## config.mk

```make
export PLATFORM = sky130hd
export DESIGN_NAME = hass_seq
export DESIGN_NICKNAME = d
export VERILOG_FILES = /design/src/rtl/hass_pkg.sv /design/src/rtl/hass_seq.sv /design/src/rtl/hass_filter.sv
export SDC_FILE = /design/constraint.sdc
export NUM_CORES = 1
export LEC_CHECK = 0
export ABC_AREA = 1
export BUFFER_PORTS_ARGS = -buffer_cell sky130_fd_sc_hd__buf_4
export CAP_MARGIN = 20
export CORE_MARGIN = 2
export CORE_UTILIZATION = 36
export CTS_CLUSTER_SIZE = 16
export DETAILED_ROUTE_END_ITERATION = 8
export GPL_ROUTABILITY_DRIVEN = 0
export PLACE_DENSITY_LB_ADDON = 0.05
export SYNTH_ARGS = -nofsm -noshare
export SYNTH_HDL_FRONTEND = slang
export SYNTH_HIERARCHICAL = 1
export SYNTH_SLANG_ARGS = --single-unit
```

## constraint.sdc

```tcl
create_clock -name sys_clk_i -period 11.6 [get_ports sys_clk_i]
set_input_delay 2.32 -clock sys_clk_i [delete_from_list [all_inputs] [get_ports sys_clk_i]]
set_output_delay 2.32 -clock sys_clk_i [all_outputs]
set_load 0.01 [all_outputs]
```

## src/rtl/hass_pkg.sv

```systemverilog
package hass_pkg;
	localparam int NUM_GROUPS      = 9;
	localparam int NUM_CONV        = 2;
	localparam int NUM_VCH         = 8;
	localparam int NUM_RESULTS     = 29;
	localparam int DATA_W          = 16;
	localparam int CNT_W           = 8;
	localparam int VCH_W           = 3;
	localparam int GRP_W           = 4;
	localparam int RES_W           = 5;
	localparam int ACC_W           = 24;
	localparam logic [CNT_W-1:0] ONE_CNT = 8'h01;

	typedef struct packed
	{
		logic [DATA_W-1:0] data;
		logic [RES_W-1:0]  index;
		logic [GRP_W-1:0]  group;
		logic              valid;
	} hass_result_type;

	typedef struct packed
	{
		logic [DATA_W-1:0] data;
		logic              valid;
	} hass_sample_type;
endpackage

```

## src/rtl/hass_seq.sv

```systemverilog
`timescale 1ns/1ps
// Overview of operation
// software or peripheral trigger starts its group
// set group active flag on start
// set converter active flag on start
// next channel after every single oversampling
// first result after tap times average samples
// write each result into result register
// also push result to group fifo register
// scan-end interrupt after all group channels
// later samples update filter, not restart
// later results every one or average samples
// keep filter contents across rounds
// repeat rounds until forced stop
// software stops only through forced stop
// software keeps digital filter enabled
// forced stop clears active flags
module hass_seq
	import hass_pkg::*;
(
	// clock and reset
	input  wire logic                   sys_clk_i,
	input  wire logic                   nrst_i,
	input  wire logic                   clk_en_i,
	// triggers
	input  wire logic                   sw_trig_i,
	input  wire logic                   per_trig_i,
	input  wire logic [GRP_W-1:0]       trig_group_i,
	input  wire logic                   force_stop_i,
	// configuration
	input  wire logic                   conv_sel_i,
	input  wire logic [VCH_W-1:0]       last_vch_i,
	input  wire logic [RES_W*NUM_VCH-1:0] vch_result_map_i,
	input  wire logic [CNT_W-1:0]       tap_cnt_i,
	input  wire logic [CNT_W-1:0]       avg_cnt_i,
	input  wire logic                   avg_each_i,
	input  wire logic                   fifo_en_i,
	input  wire logic                   scan_end_ie_i,
	// analog front end
	output logic                        sample_req_o,
	output logic [VCH_W-1:0]            vch_o,
	input  wire logic                   sample_done_i,
	input  wire logic [DATA_W-1:0]      sample_data_i,
	// status and results
	output logic [NUM_GROUPS-1:0]       group_active_flag_o,
	output logic [NUM_CONV-1:0]         converter_active_flag_o,
	output hass_pkg::hass_result_type   result_o,
	output hass_pkg::hass_result_type   fifo_result_o,
	output logic                        scan_end_irq_o,
	output logic [GRP_W-1:0]            scan_end_group_o
);
	import hass_pkg::*;

	typedef enum logic [2:0]
	{
		ST_IDLE   = 3'b001,
		ST_SAMPLE = 3'b010,
		ST_WAIT   = 3'b100
	} hass_state_type;

	typedef struct packed
	{
		hass_state_type            st;
		logic [GRP_W-1:0]          grp;
		logic [VCH_W-1:0]          vch;
		logic [VCH_W-1:0]          res_vch;
		logic [NUM_VCH-1:0]        done;
		logic                      req;
		logic [NUM_GROUPS-1:0]     gact;
		logic [NUM_CONV-1:0]       cact;
		hass_result_type           res;
		hass_result_type           fifo;
		logic                      irq;
		logic [GRP_W-1:0]          irq_grp;
	} hass_seq_state_type;

	hass_seq_state_type state_reg;
	hass_seq_state_type state_next;

	logic                  filt_valid;
	logic [DATA_W-1:0]     filt_data;
	logic                  filt_clear;
	logic                  filt_sample;
	logic [CNT_W-1:0]      first_cnt;
	logic [CNT_W-1:0]      next_cnt;

	function automatic logic [VCH_W-1:0] next_vch(input logic [VCH_W-1:0] v,
		input logic [VCH_W-1:0] last);
		next_vch = (v >= last) ? '0 : v + 3'h1;
	endfunction

	function automatic logic [RES_W-1:0] map_res(input logic [VCH_W-1:0] v,
		input logic [RES_W*NUM_VCH-1:0] m);
		map_res = m[v*RES_W +: RES_W];
	endfunction

	wire start = (sw_trig_i | per_trig_i) && (trig_group_i < GRP_W'(NUM_GROUPS));
	// initial delay = tap count times averaging count
	assign first_cnt   = CNT_W'(tap_cnt_i * ((avg_cnt_i == '0) ? ONE_CNT : avg_cnt_i));
	assign next_cnt    = avg_each_i ? avg_cnt_i : ONE_CNT;
	assign filt_clear  = state_reg.st == ST_IDLE && start;
	assign filt_sample = state_reg.st == ST_WAIT && sample_done_i;

	hass_filter u_filter
	(
		.sys_clk_i   (sys_clk_i),
		.nrst_i      (nrst_i),
		.clk_en_i    (clk_en_i),
		.clear_i     (filt_clear),
		.sample_i    (filt_sample),
		.vch_i       (state_reg.vch),
		.data_i      (sample_data_i),
		.first_cnt_i (first_cnt),
		.next_cnt_i  (next_cnt),
		.out_valid_o (filt_valid),
		.out_data_o  (filt_data)
	);

	always_comb
	begin
		logic [NUM_VCH-1:0] d;
		logic [NUM_VCH-1:0] m;
		d = '0;
		// channels 0..last belong to the group; a round ends when all have a result
		m = '0;
		for (int i = 0; i < NUM_VCH; i++)
			m[i] = (VCH_W'(i) <= last_vch_i);
		state_next = state_reg;
		state_next.res.valid = 1'b0;
		state_next.fifo.valid = 1'b0;
		state_next.irq = 1'b0;
		state_next.req = 1'b0;
		if (filt_valid)
		begin

			state_next.res.valid = 1'b1;
			state_next.res.data  = filt_data;
			state_next.res.index = map_res(state_reg.res_vch, vch_result_map_i);
			state_next.res.group = state_reg.grp;

			state_next.fifo = state_next.res;
			state_next.fifo.valid = fifo_en_i;
			d = state_reg.done;
			d[state_reg.res_vch] = 1'b1;
			state_next.done = d;
			// all group channels converted this round
			if ((d & m) == m)
			begin
				state_next.irq = scan_end_ie_i;
				state_next.irq_grp = state_reg.grp;
				state_next.done = '0;
			end
		end
		case (state_reg.st)
			ST_IDLE:
			begin
				if (start)
				begin
					state_next.st = ST_SAMPLE;
					state_next.grp = trig_group_i;
					state_next.vch = '0;
					state_next.done = '0;
					state_next.gact[trig_group_i] = 1'b1;
					state_next.cact[conv_sel_i] = 1'b1;
				end
			end
			ST_SAMPLE:
			begin
				state_next.req = 1'b1;
				state_next.st = ST_WAIT;
			end
			ST_WAIT:
			begin
				if (sample_done_i)
				begin
					state_next.res_vch = state_reg.vch;
					state_next.vch = next_vch(state_reg.vch, last_vch_i);
					state_next.st = ST_SAMPLE;
				end
			end
			default:
				state_next.st = ST_IDLE;
		endcase
		// stop honoured only through the forced-stop input
		if (force_stop_i)
		begin
			state_next.st = ST_IDLE;
			state_next.gact = '0;
			state_next.cact = '0;
			state_next.done = '0;
		end
	end

	always_ff @(posedge sys_clk_i or negedge nrst_i)
	begin
		if (!nrst_i)
		begin
			state_reg <= '0;
			state_reg.st <= ST_IDLE;
		end
		else if (clk_en_i)
			state_reg <= state_next;
	end

	assign sample_req_o            = state_reg.req;
	assign vch_o                   = state_reg.vch;
	assign group_active_flag_o     = state_reg.gact;
	assign converter_active_flag_o = state_reg.cact;
	assign result_o                = state_reg.res;
	assign fifo_result_o           = state_reg.fifo;
	assign scan_end_irq_o          = state_reg.irq;
	assign scan_end_group_o        = state_reg.irq_grp;

	AST_START_FLAG: assert property (@(posedge sys_clk_i) disable iff (!nrst_i)
		clk_en_i && state_reg.st == ST_IDLE && start && !force_stop_i
		|=> group_active_flag_o[$past(trig_group_i)])
		else $error("group flag not set on start");
	AST_CONV_FLAG: assert property (@(posedge sys_clk_i) disable iff (!nrst_i)
		clk_en_i && state_reg.st == ST_IDLE && start && !force_stop_i
		|=> converter_active_flag_o[$past(conv_sel_i)])
		else $error("converter flag not set on start");
	AST_STOP_CLR: assert property (@(posedge sys_clk_i) disable iff (!nrst_i)
		clk_en_i && force_stop_i |=> group_active_flag_o == '0 && converter_active_flag_o == '0)
		else $error("flags not cleared by stop");
	AST_CH_STEP: assert property (@(posedge sys_clk_i) disable iff (!nrst_i)
		clk_en_i && state_reg.st == ST_WAIT && sample_done_i && !force_stop_i
		|=> vch_o == next_vch($past(vch_o), $past(last_vch_i)))
		else $error("channel did not advance");
	AST_FIFO: assert property (@(posedge sys_clk_i) disable iff (!nrst_i)
		fifo_result_o.valid |-> result_o.valid && fifo_result_o.data == result_o.data)
		else $error("fifo result mismatch");
	AST_IRQ: assert property (@(posedge sys_clk_i) disable iff (!nrst_i)
		scan_end_irq_o |-> result_o.valid && $past(scan_end_ie_i))
		else $error("scan end without result");
	AST_REPEAT: assert property (@(posedge sys_clk_i) disable iff (!nrst_i)
		clk_en_i && state_reg.st == ST_SAMPLE && !force_stop_i |=> sample_req_o)
		else $error("scan did not continue");
	AST_RES_SRC: assert property (@(posedge sys_clk_i) disable iff (!nrst_i)
		clk_en_i && filt_valid |=> result_o.valid && result_o.data == $past(filt_data))
		else $error("result not stored");
	COV_START: cover property (@(posedge sys_clk_i) disable iff (!nrst_i)
		state_reg.st == ST_IDLE ##1 state_reg.st == ST_SAMPLE);
	COV_IRQ: cover property (@(posedge sys_clk_i) disable iff (!nrst_i) scan_end_irq_o);
	COV_STOP: cover property (@(posedge sys_clk_i) disable iff (!nrst_i)
		force_stop_i && state_reg.st == ST_WAIT);
endmodule

```

## src/rtl/hass_filter.sv

```systemverilog
`timescale 1ns/1ps
// per-channel filter state; kept between rounds, cleared only on start
module hass_filter
	import hass_pkg::*;
(
	// clock and reset
	input  wire logic                  sys_clk_i,
	input  wire logic                  nrst_i,
	input  wire logic                  clk_en_i,
	// control
	input  wire logic                  clear_i,
	input  wire logic                  sample_i,
	input  wire logic [VCH_W-1:0]      vch_i,
	input  wire logic [DATA_W-1:0]     data_i,
	input  wire logic [CNT_W-1:0]      first_cnt_i,
	input  wire logic [CNT_W-1:0]      next_cnt_i,
	// result
	output logic                       out_valid_o,
	output logic [DATA_W-1:0]          out_data_o
);
	import hass_pkg::*;

	typedef struct packed
	{
		logic [NUM_VCH-1:0][ACC_W-1:0] acc;
		logic [NUM_VCH-1:0][CNT_W-1:0] cnt;
		logic [NUM_VCH-1:0]            primed;
		logic                          valid;
		logic [DATA_W-1:0]             data;
	} hass_filt_state_type;

	hass_filt_state_type state_reg;
	hass_filt_state_type state_next;

	always_comb
	begin
		logic [CNT_W-1:0] need;
		logic [CNT_W-1:0] n;
		need = '0;
		n = '0;
		state_next = state_reg;
		state_next.valid = 1'b0;
		if (clear_i)
		begin
			state_next.acc = '0;
			state_next.cnt = '0;
			state_next.primed = '0;
		end
		else if (sample_i)
		begin
			// see R5
			need = state_reg.primed[vch_i] ? next_cnt_i : first_cnt_i;
			if (need == '0)
				need = ONE_CNT;
			n = state_reg.cnt[vch_i] + ONE_CNT;
			// see R9
			state_next.acc[vch_i] = state_reg.acc[vch_i] - (state_reg.acc[vch_i] >> 2)
				+ ACC_W'(data_i);
			if (n >= need)
			begin
				state_next.cnt[vch_i] = '0;
				state_next.primed[vch_i] = 1'b1;
				state_next.valid = 1'b1;
				state_next.data = state_next.acc[vch_i][DATA_W+1:2];
			end
			else
				state_next.cnt[vch_i] = n;
		end
	end

	always_ff @(posedge sys_clk_i or negedge nrst_i)
	begin
		if (!nrst_i)
			state_reg <= '0;
		else if (clk_en_i)
			state_reg <= state_next;
	end

	assign out_valid_o = state_reg.valid;
	assign out_data_o  = state_reg.data;
endmodule

```

== Yosys cells after proc, flatten, opt, wreduce, memory -nomap -nowiden ==
Cells that the tools add are included.
Word-level totals
  word-level logic and storage cells: 152
  bits in registers: 346
  input port bits: 90
  output and inout bits: 72
Cells by class
  muxes and demuxes: 51
  equality and inequality tests: 8
  reductions and logical operators: 24
  $mul: 2
  $lt $le $gt $ge: 19
  shifts and indexed selects: 1
  bitwise logic cells: 9
  $add $sub $neg: 4
Operators by type and width (number)
  two-way mux 281 bit: 1
  two-way mux 264 bit: 1
  bitwise mux 192 bit: 1
  binary-select mux 24 bit (select 3 bit): 2
  two-way mux 8 bit: 13
  demux 24 bit (select 3 bit): 1
  AND 64 bit: 1
  bitwise mux 64 bit: 1
  two-way mux 64 bit: 1
  inverter 64 bit: 1
  two-way mux 24 bit: 2
  indexed part select 40 x 7 -> 5 bit: 1
  two-way mux 11 bit: 3
  two-way mux 32 bit: 1
  two-way mux 25 bit: 1
  adder 24 x 16 -> 24 bit: 1
  binary-select mux 8 bit (select 3 bit): 1
  demux 8 bit (select 3 bit): 1
  subtractor 24 x 22 -> 24 bit: 1
  two-way mux 18 bit: 1
  AND reduction 3 bit: 6
  two-way mux 17 bit: 1
  zero test 8 bit: 2
  OR 8 bit: 2
  other kinds (42): 71

== Longest topological paths before layout ==
  depth after elaboration: 12
  depth in mapped cells: 40
  depth with buffers taken out: 38

== Cells and area by module ==
The synthesis kept the hierarchy.
By module, submodules not included
  hass_filter: area an instance 16547.1 um2, seq. area each 7031.7 um2, instances 1, cells an instance 2181
  hass_seq: area an instance 4981.0 um2, seq. area each 1627.8 um2, instances 1, cells an instance 694

== Worst setup path before layout ==
No wires, ideal clock.
  kind: input -> register
  from: input avg_cnt_i[1]
  to: register u_filter/state_reg[65] (netlist bit)
  setup time: 0.129 ns
  required time: 11.471 ns
  stages: 36
  path slack: 4.143 ns
  arrival time: 7.328 ns
  path buffers: 3
  cell sequence: clkbuf_1 -> nor2_1 -> nand2_1 -> o21ai_1 -> nand2_1 -> fa_1 -> fa_1 -> fa_1 -> inv_1 -> ha_1 -> a21oi_1 -> nand2_1 -> or2_2 -> nand2_1 -> inv_1 -> nand2_1 -> nand2_1 -> nand2_1 -> nand2_1 -> o21ai_0 -> nand2_1 -> nor2_1 -> nand2_1 -> o21ai_1 -> ha_1 -> nor2_1 -> o21ai_0 -> nand2_1 -> nand2_1 -> nand3_2 -> nand2_1 -> buf_2 -> clkbuf_1 -> o21ai_0 -> o21ai_0 -> o21ai_0
On the way
  cells in the longest elaborated chain, start to end: 12
  elaborated cells on any way between the ends: 13
  classes of those cells: mul: 1; order compare: 1; mux: 9; reduce/logical: 2
Ends and longest elaborated chain
  start, declared: line hass_seq.sv:35  | input wire logic [CNT_W-1:0] avg_cnt_i,
  zero test 8 bit: line hass_seq.sv:99  | assign first_cnt = CNT_W'(tap_cnt_i * ((avg_cnt_i == '0) ? ONE_CNT : avg_cnt_i));
  two-way mux 8 bit *: line hass_seq.sv:99
  multiplier 8 x 8 -> 8 bit *: line hass_seq.sv:99
  net first_cnt[7]: line hass_seq.sv:84  | logic [CNT_W-1:0] first_cnt;
  two-way mux 8 bit *: line hass_filter.sv:52  | need = state_reg.primed[vch_i] ? next_cnt_i : first_cnt_i;
  zero test 8 bit: line hass_filter.sv:53  | if (need == '0)
  two-way mux 8 bit *: line hass_filter.sv:53
  two-way mux 8 bit *: line hass_filter.sv:49  | else if (sample_i)
  two-way mux 8 bit *: line hass_filter.sv:43  | if (clear_i)
  >= comparator 8 bit *: line hass_filter.sv:59  | if (n >= need)
  two-way mux 64 bit *: line hass_filter.sv:59
  two-way mux 281 bit *: line hass_filter.sv:49
  two-way mux 264 bit *: line hass_filter.sv:43
  end signal, assigned: line hass_filter.sv:76  | state_reg <= state_next;
  end, declared: line hass_filter.sv:32  | hass_filt_state_type state_reg;
The timed path passes the listed nets; every way through them passes the cells marked *. The select of a mux whose other input is x is not followed.
A chain may end at the register's enable or synchronous reset.

== Final worst setup path ==
  from: input avg_cnt_i[5]
  to: register u_filter/state_reg[85] (netlist bit)
Same word-level chain as after synthesis.

==> run metrics <==
status=finished, final reports clean; first-pass GRT wire length=120000 µm; minimum clock period=8470 ps; max-cap viol count=0; die span in x=249 µm; Yosys top cell area share=40.1%; WL per Instance=21.0 µm; Syn Area/Cell=7.49 µm²; Pwr Density=153 nW/µm²; R2R cell count=16; Clock H-tree levels=2; RSZ-0062 raised after global routing=no; Final Skew=26.3 ps; CORE AREA=59000 µm²; Clock Sink Count=346; # rows=89; Slew Viols, Final=0; library cells used by synthesis=56; asr flop ratio synth=100%; register area share after synthesis=40.2%; Synth area leader=dfrtp_1; clk_lat worst skew=590 ps; clk root buf=clkbuf_16; cell mode on critical path=nand2_1; Startpoint Class=input port; Least-Margin Pin Slew=1150 ps; reg2reg start=vch_o[1]$_DFFE_PN0P_; EDFF count, synth=0; Final nets=3100; Slew HR=23.3%; WL final=78300 µm; leakage=12.5 nW; peak supply drop=95.2 µV; n_diodes=0; Largest register FFs=264; maximum clock frequency=0.118 GHz; # IOs=162; Commonest cells post-synth=nand2_1, inv_1, dfrtp_1; top-count cell post-synth=nand2_1; die area=61800 µm²; WP data required=12120 ps; Reg clk slew, reported paths=60 ps; Detailed Route Iter0 Violations=1683; Mapped Cells=2875; gr ovfl total=0; Hold Slack=475 ps; syn nets=3052; die height=249 µm; Setup TNS=0 ps; Hold Crit Class=reg2reg; via-per-instance ratio=5.30; post-DP HPWL=53800 µm; Worst Path Arrival=8990 ps; Final Hold Fails=0; maximum fanout along the worst path=26; initial antenna violation count=0; Total Routing Usage GR=25.0%; layout cells sized above 1=11.8%; drt drc=0; Max Buffers Root-to-Sink=3; vias post-DR=19.7k; Ys Warns=6; Setup crit start=avg_cnt_i[5]; Hold Path Cell Cnt=2; final setup fails=0; PortBufs=161; post-CTS resize count=0; Num CTS Buffers=44; CP max-delay cell=nand3_2; Synth Flop Type=dfrtp_1; CP Capture Type=flop; period utilisation layout=73.0%; starting density of the core=36.5%; max incr delay on CP=530 ps; Post-CTS Setup Bufs=0; First-pass DRT Iterations=7; flops & latches, synth=346; hold path start=u_filter/out_data_o[7]$_DFFE_PN0P_; Setup CP Type=in2reg; Syn Std Cell Area=21500 µm²; Area Growth Syn to Fin=12.6%; vias in the first global route=19.6k; antenna viol nets, final=0; pin count of the biggest net entering global routing=80; Hold Buf Count CTS=0; Synth area leaders=dfrtp_1, nand2_1, inv_1; CTS tree=yes
cell families after synthesis:
group,Yosys count,synth area share [%]
compound gates,612,16.9
buf+inv,629,13.0
simple gates,1187,23.3
fa+ha+maj,87,6.03
xor+xnor,14,0.570
flops,346,40.2
per-stage QoR:
stage | std cells | util [%] | area, µm² | power, mW | worst slack (ps)
global placement | 3645 | 38.5 | 22700 | 2.32 | 2670
CTS | 3722 | 41.0 | 24200 | 3.73 | 3210
global route | 3725 | 41.1 | 24200 | 3.90 | 2430
floorplan | 2875 | - | 21500 | 1.96 | 4140
finish | 3725 | 41.1 | 24200 | 3.70 | 3130
detailed placement | 3647 | 38.6 | 22800 | 2.33 | 2610
worst paths after layout:
check / end / slack [ps]
max: u_filter/state_reg[85]$_DFFE_PN0P_ / 3130
min: fifo_result_o[17]$_DFFE_PN0P_ / 470
max reg2reg: u_filter/state_reg[201]$_DFFE_PN0P_ / 4930
min reg2reg: fifo_result_o[17]$_DFFE_PN0P_ / 470
max in group asynchronous: u_filter/state_reg[195]$_DFFE_PN0P_ / 8060
min in group asynchronous: fifo_result_o[5]$_DFFE_PN0P_ / 1650
where the power goes:
| group | total, mW | internal, mW | leakage [nW] | switching (mW) |
|---|---|---|---|---|
| Clock | 1.37 | 0.818 | 0.694 | 0.555 |
| Combinational | 1.02 | 0.283 | 6.98 | 0.740 |
| Sequential | 1.30 | 1.26 | 4.81 | 0.0358 |
cell type report:
type                       count  area (µm²)
fill                        6169       34800
tap                          773         967
inverter                     444        1670
multi-input combinational   1900       10100
clock inverter                 9         113
timing repair buffer         187        1450
clock buffer                  66        1310
sequential                   346        8660
cell usage in the layout (no fill, tap or decap), types with 31 or more instances in the layout:
master | netlist | layout
a221oi_1 | 31 | 31
ha_1 | 59 | 59
o22ai_1 | 81 | 81
a21oi_1 | 109 | 109
nand2_1 | 822 | 822
o21ai_1 | 51 | 51
dfrtp_1 | 345 | 345
nor2_1 | 113 | 112
o21bai_1 | 50 | 50
buf_4 | 94 | 184
clkbuf_16 | 0 | 46
o21ai_0 | 207 | 207
inv_1 | 411 | 411
nand3_1 | 151 | 151
metal layers:
layer  share of wire [%]  track usage [%]  vias to the layer above  wire length, µm
met5                   0                0                        -                0
met4                 2.4             7.10                        0             1900
met3                 6.5             3.94                      119             5090
met2                  47             40.9                      708            36400
met1                  45             34.2                     9624            34900
li1                    -                -                     9295                -
worst max-delay path, delay by kind of cell:
| family | cells | cell delay, ps |
|---|---|---|
| simple gates | 19 | 2620 |
| fa+ha+maj | 5 | 2010 |
| compound gates | 7 | 1100 |
| buf+inv | 5 | 900 |
Note: power is estimated with default switching activity, not from simulation.
